===== config.mk =====
export PLATFORM = sky130hd
export DESIGN_NAME = timer_chan_ctrl
export DESIGN_NICKNAME = d
export VERILOG_FILES = /design/src/include/timer_chan_pkg.sv /design/src/rtl/timer_chan_ctrl.sv /design/src/rtl/prio_slot_decode.sv
export VERILOG_INCLUDE_DIRS = /design/src /design/src/include
export SDC_FILE = /design/constraint.sdc
export NUM_CORES = 1
export LEC_CHECK = 0
export BUFFER_PORTS_ARGS = -buffer_cell sky130_fd_sc_hd__buf_2
export CORE_MARGIN = 2
export CORE_UTILIZATION = 51
export DETAILED_ROUTE_END_ITERATION = 8
export PLACE_DENSITY = 0.9
export SLEW_MARGIN = 30
export SYNTH_ARGS = -nofsm -noshare
export SYNTH_HDL_FRONTEND = slang
export SYNTH_HIERARCHICAL = 1
export SYNTH_SLANG_ARGS = --single-unit

===== constraint.sdc =====
create_clock -name pclk -period 1.76 [get_ports pclk]
set_input_delay 0.352 -clock pclk [delete_from_list [all_inputs] [get_ports pclk]]
set_output_delay 0.352 -clock pclk [all_outputs]
set_load 0.01 [all_outputs]

===== src/include/timer_chan_consts.svh =====
/*
 * register indices, field layout, reset values and guaranteed slot shares of the timer channel
 * host control bank.
 * assumes: included by bare name; byte address of a register is four times its index.
 */
`ifndef TIMER_CHAN_CONSTS_SVH
`define TIMER_CHAN_CONSTS_SVH

// ----------------------------------------
// register indices (byte address = index * 4)
// ----------------------------------------
`define FSEL0_IDX 6'h0c
`define FSEL1_IDX 6'h0e
`define FSEL2_IDX 6'h10
`define FSEL3_IDX 6'h12
`define SEQ_HI_IDX 6'h14
`define SEQ_LO_IDX 6'h16
`define SVC_HI_IDX 6'h18
`define SVC_LO_IDX 6'h1a
`define PRIO_HI_IDX 6'h1c
`define PRIO_LO_IDX 6'h1e

// ----------------------------------------
// field layout and reset values
// ----------------------------------------
`define FSEL_W 4
`define PAIR_W 2
`define REG_W 16
`define REG_RESET 16'h0000

// ----------------------------------------
// guaranteed slots out of seven per level
// ----------------------------------------
`define SLOTS_LOW 3'h4
`define SLOTS_MID 3'h2
`define SLOTS_HIGH 3'h1
`define SLOTS_NONE 3'h0

`endif


===== src/include/timer_chan_pkg.sv =====
/*
 * types shared by the timer channel host control bank.
 * assumes: compiled before any module that imports it.
 */
package timer_chan_pkg;
    // priority levels, in field encoding order 00..11
    typedef enum logic [1:0] {
        PRIO_DISABLED,
        PRIO_LOW,
        PRIO_MID,
        PRIO_HIGH
    } prio_level_t;
endpackage


===== src/rtl/timer_chan_ctrl.sv =====
/*
 * host control bank of a 16-channel timer coprocessor: function select, host
 * sequence, host service request and priority fields, reached over apb.
 * assumes: apb master on pclk; the microengine pulses svc_done per channel when it
 * finishes a requested service; all inputs synchronous to pclk.
 */
// Implementation choices: the APB interface to the registers and the placing of the registers.
// What this block does
// - each channel picks one of 16 functions
// - per-channel sequence field selects function mode
// - engine completion clears service request to zero
// - priority decodes to disabled/4/2/1 of seven
// - high register channels 15-8, low 7-0
`timescale 1ns/1ps
`include "timer_chan_consts.svh"

module timer_chan_ctrl
    import timer_chan_pkg::*;
#(
    parameter int NUM_CHAN = 16,
    parameter int ADDR_W = 8
) (
    // clock and reset
    input wire logic pclk,
    input wire logic presetn,
    // apb slave
    input wire logic psel,
    input wire logic penable,
    input wire logic pwrite,
    input wire logic [ADDR_W-1:0] paddr,
    input wire logic [31:0] pwdata,
    input wire logic [3:0] pstrb,
    output logic [31:0] prdata,
    output logic pready,
    output logic pslverr,
    // microengine side
    input wire logic [NUM_CHAN-1:0] svc_done,
    output logic [4*NUM_CHAN-1:0] func_sel,
    output logic [2*NUM_CHAN-1:0] seq_mode,
    output logic [2*NUM_CHAN-1:0] svc_req,
    output logic [2*NUM_CHAN-1:0] prio_field,
    output logic [NUM_CHAN-1:0] chan_enable,
    output logic [3*NUM_CHAN-1:0] slot_share
);
    // ----------------------------------------
    // elaboration checks
    // ----------------------------------------
    // register packing is fixed at two words of eight channels, four words of four for function select
    if (NUM_CHAN != 16) begin : g_bad_chan
        $error("timer_chan_ctrl supports exactly 16 channels");
    end
    if (ADDR_W < 8) begin : g_bad_addr
        $error("timer_chan_ctrl needs at least 8 address bits");
    end

    // ----------------------------------------
    // storage
    // ----------------------------------------
    logic [63:0] fsel_r; // channel c at bits 4c+3:4c
    logic [31:0] seq_r; // channel c at bits 2c+1:2c
    logic [31:0] svc_r;
    logic [31:0] prio_r;
    logic [31:0] svc_nxt;
    logic [31:0] prdata_r;
    logic pslverr_r;

    // ----------------------------------------
    // address decode
    // ----------------------------------------
    wire [ADDR_W-3:0] idx = paddr[ADDR_W-1:2];
    wire aligned = (paddr[1:0] == 2'b00);
    wire hit_f0 = aligned && (idx == (ADDR_W-2)'(`FSEL0_IDX));
    wire hit_f1 = aligned && (idx == (ADDR_W-2)'(`FSEL1_IDX));
    wire hit_f2 = aligned && (idx == (ADDR_W-2)'(`FSEL2_IDX));
    wire hit_f3 = aligned && (idx == (ADDR_W-2)'(`FSEL3_IDX));
    wire hit_sh = aligned && (idx == (ADDR_W-2)'(`SEQ_HI_IDX));
    wire hit_sl = aligned && (idx == (ADDR_W-2)'(`SEQ_LO_IDX));
    wire hit_vh = aligned && (idx == (ADDR_W-2)'(`SVC_HI_IDX));
    wire hit_vl = aligned && (idx == (ADDR_W-2)'(`SVC_LO_IDX));
    wire hit_ph = aligned && (idx == (ADDR_W-2)'(`PRIO_HI_IDX));
    wire hit_pl = aligned && (idx == (ADDR_W-2)'(`PRIO_LO_IDX));
    wire hit_any = hit_f0 | hit_f1 | hit_f2 | hit_f3 | hit_sh | hit_sl
                 | hit_vh | hit_vl | hit_ph | hit_pl;

    // setup phase samples the read data; zero-wait access follows
    wire setup_ph = psel && !penable;
    wire wr_en = psel && penable && pwrite && hit_any;
    // byte lanes: only the low two carry register bits
    wire [15:0] wmask = {{8{pstrb[1]}}, {8{pstrb[0]}}};
    wire [15:0] wdat = pwdata[15:0];

    // read mux, unmapped reads zero
    wire [15:0] rd_word =
        hit_f0 ? fsel_r[63:48] : hit_f1 ? fsel_r[47:32] :
        hit_f2 ? fsel_r[31:16] : hit_f3 ? fsel_r[15:0] :
        hit_sh ? seq_r[31:16] : hit_sl ? seq_r[15:0] :
        hit_vh ? svc_r[31:16] : hit_vl ? svc_r[15:0] :
        hit_ph ? prio_r[31:16] : hit_pl ? prio_r[15:0] : 16'h0000;

    // merge helper for masked word writes
    function automatic logic [15:0] merge(input logic [15:0] old_v, input logic [15:0] new_v,
                                          input logic [15:0] m);
        merge = (old_v & ~m) | (new_v & m);
    endfunction

    // ----------------------------------------
    // host-writable configuration fields
    // ----------------------------------------
    // function, sequence and priority words change only on host writes
    always_ff @(posedge pclk or negedge presetn) begin
        if (!presetn) begin
            fsel_r <= {4{`REG_RESET}};
            seq_r <= {2{`REG_RESET}};
            prio_r <= {2{`REG_RESET}};
        end else if (wr_en) begin
            if (hit_f0) fsel_r[63:48] <= merge(fsel_r[63:48], wdat, wmask);
            if (hit_f1) fsel_r[47:32] <= merge(fsel_r[47:32], wdat, wmask);
            if (hit_f2) fsel_r[31:16] <= merge(fsel_r[31:16], wdat, wmask);
            if (hit_f3) fsel_r[15:0] <= merge(fsel_r[15:0], wdat, wmask);
            if (hit_sh) seq_r[31:16] <= merge(seq_r[31:16], wdat, wmask);
            if (hit_sl) seq_r[15:0] <= merge(seq_r[15:0], wdat, wmask);
            if (hit_ph) prio_r[31:16] <= merge(prio_r[31:16], wdat, wmask);
            if (hit_pl) prio_r[15:0] <= merge(prio_r[15:0], wdat, wmask);
        end
    end

    // ----------------------------------------
    // service request handshake, per channel
    // ----------------------------------------
    // a host write to a field beats a completion in the same cycle, so a fresh
    // request is never lost to the clear of the previous one
    for (genvar c = 0; c < NUM_CHAN; c++) begin : g_svc
        localparam int B = (2 * c) % 16;
        wire wr_hit = wr_en && ((c >= 8) ? hit_vh : hit_vl);
        wire lane_on = wmask[B];
        logic [1:0] field_nxt; // this channel's next service field
        always_comb begin
            if (wr_hit && lane_on) begin
                field_nxt = wdat[B+1:B];
            end else if (svc_done[c]) begin
                field_nxt = 2'b00;
            end else begin
                field_nxt = svc_r[2*c+1:2*c];
            end
        end
        // one continuous assignment per slice, so no two processes share svc_nxt
        assign svc_nxt[2*c+1:2*c] = field_nxt;
        // per-channel priority decode
        prio_slot_decode u_prio (
            .prio_field(prio_r[2*c+1:2*c]),
            .chan_enable(chan_enable[c]),
            .slot_share(slot_share[3*c+2:3*c])
        );
    end

    // service words register
    always_ff @(posedge pclk or negedge presetn) begin
        if (!presetn) begin
            svc_r <= {2{`REG_RESET}};
        end else begin
            svc_r <= svc_nxt;
        end
    end

    // ----------------------------------------
    // apb answer
    // ----------------------------------------
    // read data and error are taken in setup, so access needs no wait
    always_ff @(posedge pclk or negedge presetn) begin
        if (!presetn) begin
            prdata_r <= 32'h0000_0000;
            pslverr_r <= 1'b0;
        end else if (setup_ph) begin
            prdata_r <= pwrite ? 32'h0000_0000 : {16'h0000, rd_word};
            pslverr_r <= !hit_any; // unmapped or misaligned
        end
    end

    assign prdata = prdata_r;
    assign pslverr = pslverr_r;
    assign pready = 1'b1;
    assign func_sel = fsel_r;
    assign seq_mode = seq_r;
    assign svc_req = svc_r;
    assign prio_field = prio_r;

    // ----------------------------------------
    // assertions
    // ----------------------------------------
    property p_fsel_write;
        @(posedge pclk) disable iff (!presetn)
        (wr_en && hit_f3 && pstrb[0]) |=> (func_sel[3:0] == $past(pwdata[3:0]));
    endproperty
    a_fsel_write: assert property (p_fsel_write) else $error("function select not stored");

    property p_seq_hi_write;
        @(posedge pclk) disable iff (!presetn)
        (wr_en && hit_sh && pstrb[1:0] == 2'b11) |=> (seq_mode[31:30] == $past(pwdata[15:14]));
    endproperty
    a_seq_hi_write: assert property (p_seq_hi_write) else $error("channel 15 sequence wrong");

    property p_done_clear;
        @(posedge pclk) disable iff (!presetn)
        (svc_done[7] && !(wr_en && hit_vl)) |=> (svc_req[15:14] == 2'b00);
    endproperty
    a_done_clear: assert property (p_done_clear) else $error("completion did not clear");

    property p_svc_hold;
        @(posedge pclk) disable iff (!presetn)
        (!svc_done[7] && !(wr_en && hit_vl)) |=> $stable(svc_req[15:14]);
    endproperty
    a_svc_hold: assert property (p_svc_hold) else $error("service field changed alone");

    property p_prio_low;
        @(posedge pclk) disable iff (!presetn)
        (prio_field[1:0] == 2'b01) |-> (slot_share[2:0] == 3'd4 && chan_enable[0]);
    endproperty
    a_prio_low: assert property (p_prio_low) else $error("low priority share wrong");

    property p_prio_off;
        @(posedge pclk) disable iff (!presetn)
        (prio_field[31:30] == 2'b00) |-> (!chan_enable[15] && slot_share[47:45] == 3'd0);
    endproperty
    a_prio_off: assert property (p_prio_off) else $error("disabled channel enabled");

    property p_svc_hi_read;
        @(posedge pclk) disable iff (!presetn)
        (setup_ph && !pwrite && hit_vh) ##1 (psel && penable)
            |-> (prdata[15:0] == $past(svc_req[31:16]) && !pslverr);
    endproperty
    a_svc_hi_read: assert property (p_svc_hi_read) else $error("high word read mismatch");

    property p_prio_lo_read;
        @(posedge pclk) disable iff (!presetn)
        (setup_ph && !pwrite && hit_pl) |=> (prdata == {16'h0000, $past(prio_field[15:0])});
    endproperty
    a_prio_lo_read: assert property (p_prio_lo_read) else $error("priority read mismatch");

    c_request: cover property (@(posedge pclk) disable iff (!presetn)
        (svc_req[15:14] != 2'b00) ##[1:20] (svc_req[15:14] == 2'b00));
    c_collide: cover property (@(posedge pclk) disable iff (!presetn)
        (wr_en && hit_vl && svc_done[0]));
    c_high_prio: cover property (@(posedge pclk) disable iff (!presetn)
        (prio_field[31:30] == 2'b11));
    c_bad_addr: cover property (@(posedge pclk) disable iff (!presetn)
        (psel && penable && pslverr));
endmodule


===== src/rtl/prio_slot_decode.sv =====
/*
 * decodes one channel's 2-bit priority field into enable and guaranteed slot share.
 * assumes: purely combinational, used once per channel by the control bank.
 */
`timescale 1ns/1ps
`include "timer_chan_consts.svh"

module prio_slot_decode
    import timer_chan_pkg::*;
(
    // priority field in
    input wire logic [1:0] prio_field,
    // decoded result
    output logic chan_enable,
    output logic [2:0] slot_share
);
    // ----------------------------------------
    // level decode
    // ----------------------------------------
    prio_level_t level;
    assign level = prio_level_t'(prio_field);
    assign chan_enable = (level != PRIO_DISABLED);

    // slots out of seven: low gets most, high fewest but soonest
    always_comb begin
        case (level)
            PRIO_LOW: slot_share = `SLOTS_LOW;
            PRIO_MID: slot_share = `SLOTS_MID;
            PRIO_HIGH: slot_share = `SLOTS_HIGH;
            default: slot_share = `SLOTS_NONE; // disabled, no service
        endcase
    end
endmodule


-- Word level (Yosys, flattened, before mapping)
Index checks and enable logic that the tools add are counted.
- eq/ne operators: 58
- multiplexer cells: 59
- bitwise gates (word level): 27
- reduce and logical (&&, ||, !) cells: 63
- operators by type and width (cell ; number):
    two-way mux 16 bit ; 11
    bitwise AND 16 bit ; 9
    case mux 3 bit (3 select lines) ; 16
    OR 16 bit ; 8
    == test 2 bit, second input constant ; 32
    two-way mux 2 bit ; 32
    nonzero test 2 bit ; 32
    == test 6 x 5 -> 1 bit, second input constant ; 8
    == test 2 x 1 -> 1 bit, second input constant ; 16
    logical AND 1 bit ; 20
    inverter 16 bit ; 1
    AND reduction 2 bit ; 8
    == test 6 x 4 -> 1 bit, second input constant ; 2
    OR 1 bit ; 9
    logical NOT 1 bit ; 2
    logical NOT 2 bit ; 1
- register bits: 193
- input bits: 65
- output and inout port bits: 258
- word-level logic and storage cells: 233

-- Logic depth before layout (Yosys ltp)
Gate-level depths: netlist (run 1).
- depth in word-level cells: 15
- depth in mapped cells: 7

-- Cells and area by module
Netlist (run 1), hierarchy kept.
- by module, submodules not included (module ; instances ; cells an instance ; area each (µm²) ; seq. area each (µm²)):
    timer_chan_ctrl ; 1 ; 779 ; 9100.0 ; 4429.2
    prio_slot_decode ; 16 ; 4 ; 28.8 ; 0.0

-- Least setup slack after synthesis (run 1)
No wires, ideal clock.
- kind: input to register
- from: input paddr[1]
- to: register (tool-made name)
- arrival time: 1768 ps
- slack: -136 ps
- stages: 4
- path buffers: 0
- cells stage by stage: or4_4 nor3_4 nand3_4 mux2_1
- RTL lines (what ; line ; RTL):
    start, declared ; timer_chan_ctrl.sv:30 ; input wire logic [ADDR_W-1:0] paddr,

==> results of run 1 <==
## how the worst max path moves through the flow
stage               slack [ns]  depth (start not counted)       end  startpoint
floorplan                -0.09                          4  register    paddr[1]
global placement         -0.35                          6  register    paddr[7]
detailed placement       -0.40                          6  register    paddr[7]
CTS                       0.04                          6  register    paddr[7]
global route             -0.03                          6  register    paddr[1]
finish                    0.06                          6  register    paddr[1]
## routing by layer
layer  track usage [%]  up-vias  wire length, um
li1                  -     3687                -
met1              39.1     4207            12600
met2              49.5      506            14800
met3              9.10       93             2660
met4              11.9        4              974
met5                 0        -               20
## worst max-delay path, cell delays in order
cell	delay, ns
buf_2	0.12
nor4_4	0.34
buf_4	0.19
nand3_1	0.13
or3_1	0.55
mux2_2	0.34
## timing repair
item | in CTS | in global routing
setup buffers | 0 | 1
endpoints found under the hold margin | 40 | 0
gates resized for setup | 0 | 5
setup endpoints to repair | 0 | 33
hold buffers | 1 | 0
## power groups by stage
stage	sequential (mW)	clock [mW]	combinational (mW)
2_1_floorplan	4.21	0	0.384
3_3_place_gp	4.20	0	0.740
3_5_place_dp	4.20	0	0.761
4_1_cts	4.12	4.09	0.772
5_1_grt	4.13	4.21	0.837
6_report	4.12	4.06	0.784
## synthesized netlist by cell type (17+ instances only)
library cell / count / area, um2
nand2_1: 19 / 71.3
mux2_2: 157 / 1770
inv_1: 17 / 63.8
buf_4: 26 / 195
nor2b_1: 32 / 200
a221oi_1: 30 / 263
clkbuf_1: 35 / 131
dfrtp_1: 177 / 4430
o21ai_0: 35 / 175
buf_2: 24 / 120
nand2b_1: 49 / 307
a21oi_1: 30 / 150
## layout make-up
class                      instances  area share (%)
timing repair buffer             363            17.6
sequential                       177            36.0
multi-input combinational        576            38.2
tap                              234            2.38
antenna                            7           0.142
clock buffer                      21            3.82
inverter                          18           0.549
clock inverter                     9            1.27
## per-stage QoR
step                      instances  cell area [um2]  hold WS (ns)  worst slack, ns  util [%]
final                          1405            12300         0.193           0.0556      66.4
after detailed placement       1366            11600         0.319           -0.404      62.7
after CTS                      1397            12300         0.182           0.0386      66.2
after global routing           1401            12300         0.199          -0.0325      66.4
after floorplan                 858             9680        0.0564          -0.0860         -
after global placement         1366            11600         0.309           -0.349      62.7
## kinds of logic after synthesis
group,count (synthesis),synth area share [%]
simple gates,208,14.8
compound gates,191,14.5
other cells,2,0.0786
buf+inv,105,5.46
mux,160,18.8
flops,177,46.3
==> tab_implementation.tex, run 1 <==
\begin{tabular}{lr}
\hline
Metric & Value \\
\hline
\multicolumn{2}{l}{\textbf{STA}} \\
Setup total negative slack & 0 ns \\
Ratio of final minimum period to clock period & 96.8\% \\
Final setup violating endpoints & 0 \\
Worst-case clock skew & 0.00822 ns \\
Maximum operating frequency & 0.587 GHz \\
Final Hold Violating Endpoints & 0 \\
Number of max-slew violations in the final report & 0 \\
Unrepaired setup endpoints after global routing & true \\
Min Clock Period, post-route & 1.70 ns \\
\multicolumn{2}{l}{\textbf{GRT}} \\
Antenna violations before repair & 8 \\
Global-route wire length before repair & 47000 um \\
Number of global-route vias before repair & 8281 \\
Grt ovf & 0 \\
Pin count of the biggest net entering global routing & 46 \\
Overall track demand over capacity in global routing & 30.6\% \\
\multicolumn{2}{l}{\textbf{Cells and area}} \\
Fill cells & 1379 \\
Multi-input logic area & 4700 um2 \\
Area taken by flip-flops and latches & 4430 um2 \\
Area added between synthesis and finish & 28.7\% \\
Fraction of final layout cells with drive strength greater than 1 & 51.7\% \\
Highest-count cells in the layout ignoring fill and taps & 286 x buf\_2, 177 x dfrtp\_1, 157 x mux2\_2 \\
Post-layout net count & 1218 \\
Most frequent standard cell in the layout excluding fill and tap cells & buf\_2 \\
\multicolumn{2}{l}{\textbf{Power}} \\
Switching Share & 23.7\% \\
Combinational group share of total power & 8.7\% \\
Cell Int Power & 6.85 mW \\
Reported net switching power & 2.12 mW \\
Final Power & 8.97 mW \\
Peak supply drop & 0.000689 V \\
Seq pwr share & 46.0\% \\
Leakage & 6.57 nW \\
Power density of the placed cells & 729 nW/um2 \\
Relative contribution of the clock network to total power & 45.3\% \\
\multicolumn{2}{l}{\textbf{Clock network}} \\
Number of sinks driven by the clock tree & 177 \\
H-tree depth & 4 \\
Reg clk slew, reported paths & 0.06 ns \\
Clock tree buffer depth & 2 \\
CTS tree & yes \\
Clock root buffer master & clkbuf\_16 \\
Insertion delay of the later-clocked pin in the worst-skew pair & 0.43 ns \\
Number of buffers added by the clock tree synthesis step & 17 \\
\multicolumn{2}{l}{\textbf{Yosys}} \\
Post-synthesis instance area & 9560 um2 \\
Synth Warn \# & 6 \\
Number of synthesized flops with an enable pin & 0 \\
FFs w/ async S/R, synth & 100\% \\
Number of synthesized register bits & 177 \\
Unique masters post-synth & 51 \\
Mean area per synthesized cell & 11.3 um2 \\
Fraction of the yosys area taken by sequential cells & 46.3\% \\
Flip-flop cell with the highest count after synthesis & dfrtp\_1 \\
Gate Count Post-Synth & 843 \\
\multicolumn{2}{l}{\textbf{Placed design}} \\
RD Place Congestion & 0.932 \\
Placed wire-length estimate & 22400 um \\
Number of I/O port buffers & 287 \\
\multicolumn{2}{l}{\textbf{Setup path}} \\
Worst EP arrival & 2.02 ns \\
Worst reg-to-reg setup slack & 0.28 ns \\
Worst r2r dst & prdata[14] \\
Largest fanout on the critical path & 8 \\
Cell count of the worst reg-to-reg path & 5 \\
Crit end category & register \\
Kind of start point of the critical path & primary input \\
Critical setup path kind & primary input to register \\
Data required time at the worst endpoint & 2.08 ns \\
\multicolumn{2}{l}{\textbf{Drt}} \\
DRC errors left & 0 \\
1st-iter DRT viols & 815 \\
ANT nets after route & 0 \\
Initial DRT Pass Iterations & 6 \\
DR vias/cell & 6.05 \\
Total wire length & 31000 um \\
Routed length per placed instance & 22.1 um \\
Via count of the routed design & 8497 \\
\multicolumn{2}{l}{\textbf{Worst hold path}} \\
Startpoint of the tightest hold check path & svc\_done[6] \\
Instance count along the most critical hold path & 3 \\
Min-Delay Path Class & primary input to register \\
Hold endpoint & svc\_req[12] \\
\multicolumn{2}{l}{\textbf{Die}} \\
Site Rows & 50 \\
Die area & 19900 um2 \\
I/O pin count & 323 \\
Initial cell density of the core & 51.6\% \\
Overall die width & 141 um \\
Height of the die & 141 um \\
Area of the core & 18500 um2 \\
\multicolumn{2}{l}{\textbf{Job}} \\
Number of max-cap violations & 0 \\
\multicolumn{2}{l}{\textbf{Run status}} \\
Outcome & finished clean \\
\hline
\end{tabular}
Note: power is estimated with default switching activity, not from simulation.
==> run 2: changes to the inputs <==
Settings changed: ABC_AREA set to 1, CORE_UTILIZATION 51 to 52, SYNTH_HIERARCHICAL 1 to unset.
==> run 2 against run 1 <==
Against the previous run:
- maximum frequency up 2.3%
- wire length up 18%
- register-to-register slack better by 0.05 ns
- count of clock-buffer cells in the layout unchanged
- combinational power down 16%
- flip-flop and latch count unchanged
- clock skew up 0.0034 ns
- via count up 33%
- largest cell class unchanged
- first-iteration DRC count up 99%
- clock power down 13%
- worst hold slack worse by 0.024 ns
- die area up 3.1%
==> tab_implementation.tex, run 2 <==
\begin{tabular}{lr}
\hline
Metric & Value \\
\hline
\multicolumn{2}{l}{\textbf{Drt}} \\
DRC errors left & 0 (unchanged) \\
Total wire length & 36700 um (was 31000 um) \\
Initial DRT Pass Iterations & 6 (unchanged) \\
1st-iter DRT viols & 1618 (was 815) \\
DR vias/cell & 5.82 (was 6.05) \\
ANT nets after route & 0 (unchanged) \\
Routed length per placed instance & 18.9 um (was 22.1 um) \\
Via count of the routed design & 11292 (was 8497) \\
\multicolumn{2}{l}{\textbf{Power}} \\
Peak supply drop & 0.000727 V (was 0.000689 V) \\
Seq pwr share & 49.2\% (was 46.0\%) \\
Leakage & 7.67 nW (was 6.57 nW) \\
Power density of the placed cells & 644 nW/um2 (was 729 nW/um2) \\
Cell Int Power & 6.14 mW (was 6.85 mW) \\
Final Power & 8.29 mW (was 8.97 mW) \\
Combinational group share of total power & 7.9\% (was 8.7\%) \\
Reported net switching power & 2.15 mW (was 2.12 mW) \\
Switching Share & 25.9\% (was 23.7\%) \\
Relative contribution of the clock network to total power & 42.9\% (was 45.3\%) \\
\multicolumn{2}{l}{\textbf{Yosys}} \\
Flip-flop cell with the highest count after synthesis & dfrtp\_1 (unchanged) \\
Cell accounting for the most synthesized area & dfrtp\_1 (unchanged) \\
FFs w/ async S/R, synth & 100\% (unchanged) \\
Number of synthesized flops with an enable pin & 0 (unchanged) \\
Most frequent cell after synthesis & nand2\_1 (was dfrtp\_1) \\
Synth Warn \# & 0 (was 6) \\
Gate Count Post-Synth & 1371 (was 843) \\
Number of synthesized register bits & 177 (unchanged) \\
Mean area per synthesized cell & 7.34 um2 (was 11.3 um2) \\
Largest cells by area after synthesis & dfrtp\_1 44\%, nand2\_1 19\%, nand4\_1 12\%, inv\_1 4.7\%, buf\_4 3.7\% (was dfrtp\_1 46\%, mux2\_2 18\%, nand2b\_1 3.2\%, a221oi\_1 2.7\%, nor2b\_1 2.1\%) \\
Most frequent cells after synthesis & 497 x nand2\_1, 197 x nand4\_1, 177 x dfrtp\_1 (was 177 x dfrtp\_1, 157 x mux2\_2, 49 x nand2b\_1) \\
Share of the synthesized area in the top cell type & 44.0\% (was 46.3\%) \\
Post-synthesis instance area & 10100 um2 (was 9560 um2) \\
Fraction of the yosys area taken by sequential cells & 44.0\% (was 46.3\%) \\
Unique masters post-synth & 26 (was 51) \\
\multicolumn{2}{l}{\textbf{Clock network}} \\
Clock root buffer master & clkbuf\_16 (unchanged) \\
CTS tree & yes (unchanged) \\
Clock tree buffer depth & 2 (unchanged) \\
H-tree depth & 4 (unchanged) \\
Insertion delay of the later-clocked pin in the worst-skew pair & 0.44 ns (was 0.43 ns) \\
Number of buffers added by the clock tree synthesis step & 17 (unchanged) \\
Number of sinks driven by the clock tree & 177 (unchanged) \\
Reg clk slew, reported paths & 0.07 ns (was 0.06 ns) \\
\multicolumn{2}{l}{\textbf{Setup path}} \\
Worst reg-to-reg setup slack & 0.33 ns (was 0.28 ns) \\
Worst r2r dst & prdata[7] (was prdata[14]) \\
Source of the critical timing path & paddr[1] (unchanged) \\
Crit end category & register (unchanged) \\
Critical setup path kind & primary input to register (unchanged) \\
Kind of start point of the critical path & primary input (unchanged) \\
Largest fanout on the critical path & 20 (was 8) \\
Worst EP arrival & 1.99 ns (was 2.02 ns) \\
Cell with the biggest individual delay on the critical path & buf\_12 (was or3\_1) \\
Cell count of the worst reg-to-reg path & 8 (was 5) \\
Most repeated library cell on the critical path & nand2\_1 \\
Critical path, cell by cell & buf\_2 -> nor2\_2 -> nand2\_1 -> nor2\_2 -> nand2\_1 -> nand2\_1 -> nor2\_2 -> a21boi\_4 -> buf\_12 -> buf\_12 -> nand3\_4 -> nand2\_1 -> nand2\_1 (was buf\_2 -> nor4\_4 -> buf\_4 -> nand3\_1 -> or3\_1 -> mux2\_2) \\
Data required time at the worst endpoint & 2.08 ns (about the same) \\
Crit path largest cell delay & 0.23 ns (was 0.55 ns) \\
\multicolumn{2}{l}{\textbf{STA}} \\
Unrepaired setup endpoints after global routing & true (unchanged) \\
Worst-case clock skew & 0.0116 ns (was 0.00822 ns) \\
Maximum operating frequency & 0.600 GHz (was 0.587 GHz) \\
Number of max-slew violations in the final report & 0 (unchanged) \\
Min Clock Period, post-route & 1.67 ns (was 1.70 ns) \\
Final Hold Violating Endpoints & 0 (unchanged) \\
Post-layout worst setup margin & 0.0938 ns (was 0.0556 ns) \\
Ratio of final minimum period to clock period & 94.7\% (was 96.8\%) \\
Final setup violating endpoints & 0 (unchanged) \\
\multicolumn{2}{l}{\textbf{Cells and area}} \\
Most frequent standard cell in the layout excluding fill and tap cells & nand2\_1 (was buf\_2) \\
Area of all placed cells without fillers & 12900 um2 (was 12300 um2) \\
Highest-count cells in the layout ignoring fill and taps & 494 x nand2\_1, 286 x buf\_2, 197 x nand4\_1 (was 286 x buf\_2, 177 x dfrtp\_1, 157 x mux2\_2) \\
Fraction of final layout cells with drive strength greater than 1 & 28.0\% (was 51.7\%) \\
Post-layout net count & 1731 (was 1218) \\
Area added between synthesis and finish & 27.9\% (was 28.7\%) \\
Fill cells & 1451 (was 1379) \\
\multicolumn{2}{l}{\textbf{Placed design}} \\
Placed wire-length estimate & 26500 um (was 22400 um) \\
Total cell area at the placement stage & 12300 um2 (was 11600 um2) \\
Setup WS pre-CTS & -0.376 ns (was -0.404 ns) \\
Number of I/O port buffers & 287 (unchanged) \\
RD Place Congestion & 0.960 (was 0.932) \\
\multicolumn{2}{l}{\textbf{Die}} \\
Die area & 20500 um2 (was 19900 um2) \\
Area of the core & 18800 um2 (was 18500 um2) \\
Initial cell density of the core & 53.4\% (was 51.6\%) \\
Height of the die & 143 um (was 141 um) \\
Overall die width & 143 um (was 141 um) \\
Site Rows & 50 (unchanged) \\
I/O pin count & 323 (unchanged) \\
\multicolumn{2}{l}{\textbf{GRT}} \\
Grt ovf & 0 (unchanged) \\
Global-route wire length before repair & 55700 um (was 47000 um) \\
Antenna violations before repair & 0 (was 8) \\
Number of global-route vias before repair & 10155 (was 8281) \\
Pin count of the biggest net entering global routing & 54 (was 46) \\
Overall track demand over capacity in global routing & 35.7\% (was 30.6\%) \\
\multicolumn{2}{l}{\textbf{Job}} \\
Number of max-cap violations & 0 (unchanged) \\
\multicolumn{2}{l}{\textbf{Worst hold path}} \\
Hold endpoint & svc\_req[14] (was svc\_req[12]) \\
Instance count along the most critical hold path & 4 (was 3) \\
Startpoint of the tightest hold check path & svc\_done[7] (was svc\_done[6]) \\
Min-Delay Path Class & primary input to register (unchanged) \\
\multicolumn{2}{l}{\textbf{Run status}} \\
Outcome & finished clean (unchanged) \\
\hline
\end{tabular}
-- run 2: cell types whose count changed in the layout (fill, tap and decap cells not counted), moves of 34 or more --
cell,before,now
inv_1,17,124
mux2_2,157,0
nand2_1,19,494
nand2b_1,49,0
nand3_1,4,71
nand4_1,4,197
nor2_1,2,40
nor3_1,0,49
o21ai_0,35,1
-- run 2: metal layers --
metal	track usage, %	part of all wire [%]
met1	46.7	37
met4	20.7	6.6
met5	0	0
met2	54.0	45
met3	8.82	12
-- run 2: power by group through the flow --
stage	Sequential (mW)	Combinational (mW)	Clock [mW]
6_report	4.08	0.656	3.55
5_1_grt	4.08	0.698	3.72
4_1_cts	4.08	0.637	3.55
3_5_place_dp	4.16	0.634	0
3_3_place_gp	4.16	0.619	0
2_1_floorplan	4.16	0.285	0
-- run 2: area by class of cell --
class	instances	area [um2]	area share [%]
antenna	1	2.50	0.0195
clock buffer	21	460	3.58
clock inverter	11	82.6	0.642
inverter	133	502	3.90
multi-input combinational	949	4540	35.3
sequential	177	4430	34.4
tap	260	325	2.53
timing repair buffer	388	2520	19.6
-- run 2: what timing repair did --
item	4_1_cts	5_1_grt
buffers inserted	0	0
hold buffers	1	0
gates resized for setup	0	8
endpoints found under the setup margin	0	125
hold endpoints to repair	30	0
-- run 2: critical path, delay by kind of cell --
kind	cells	cell delay, ns
buffers and inverters	3	0.50
AND/OR/NAND/NOR	9	0.92
AO/OA/AOI/OAI	1	0.22
-- run 2: worst max-delay path by stage --
| stage | depth (start not counted) | to |
|---|---|---|
| detailed placement | 13 | register |
| global placement | 13 | register |
| finish | 13 | register |
| global route | 13 | register |
| CTS | 13 | register |
| floorplan | 11 | register |
-- run 2: stage by stage --
step                utilization [%]  hold slack (ns)  setup TNS [ns]  instances
detailed placement             65.3            0.273          -53.10       1906
floorplan                         -           0.0564               0       1386
global placement               65.3            0.264          -44.51       1906
CTS                            68.2            0.166               0       1939
global route                   68.3            0.174         -0.0143       1939
finish                         68.3            0.169               0       1940
-- run 2: cells by family (layout without fill, tap and decap cells) --
group,Yosys count,after routing,synth area share [%]
AND/OR/NAND/NOR,897,897,42.3
AO/OA/AOI/OAI,35,35,1.83
other,2,18,0.0747
flip-flops,177,177,44.0
buffers and inverters,260,553,11.7
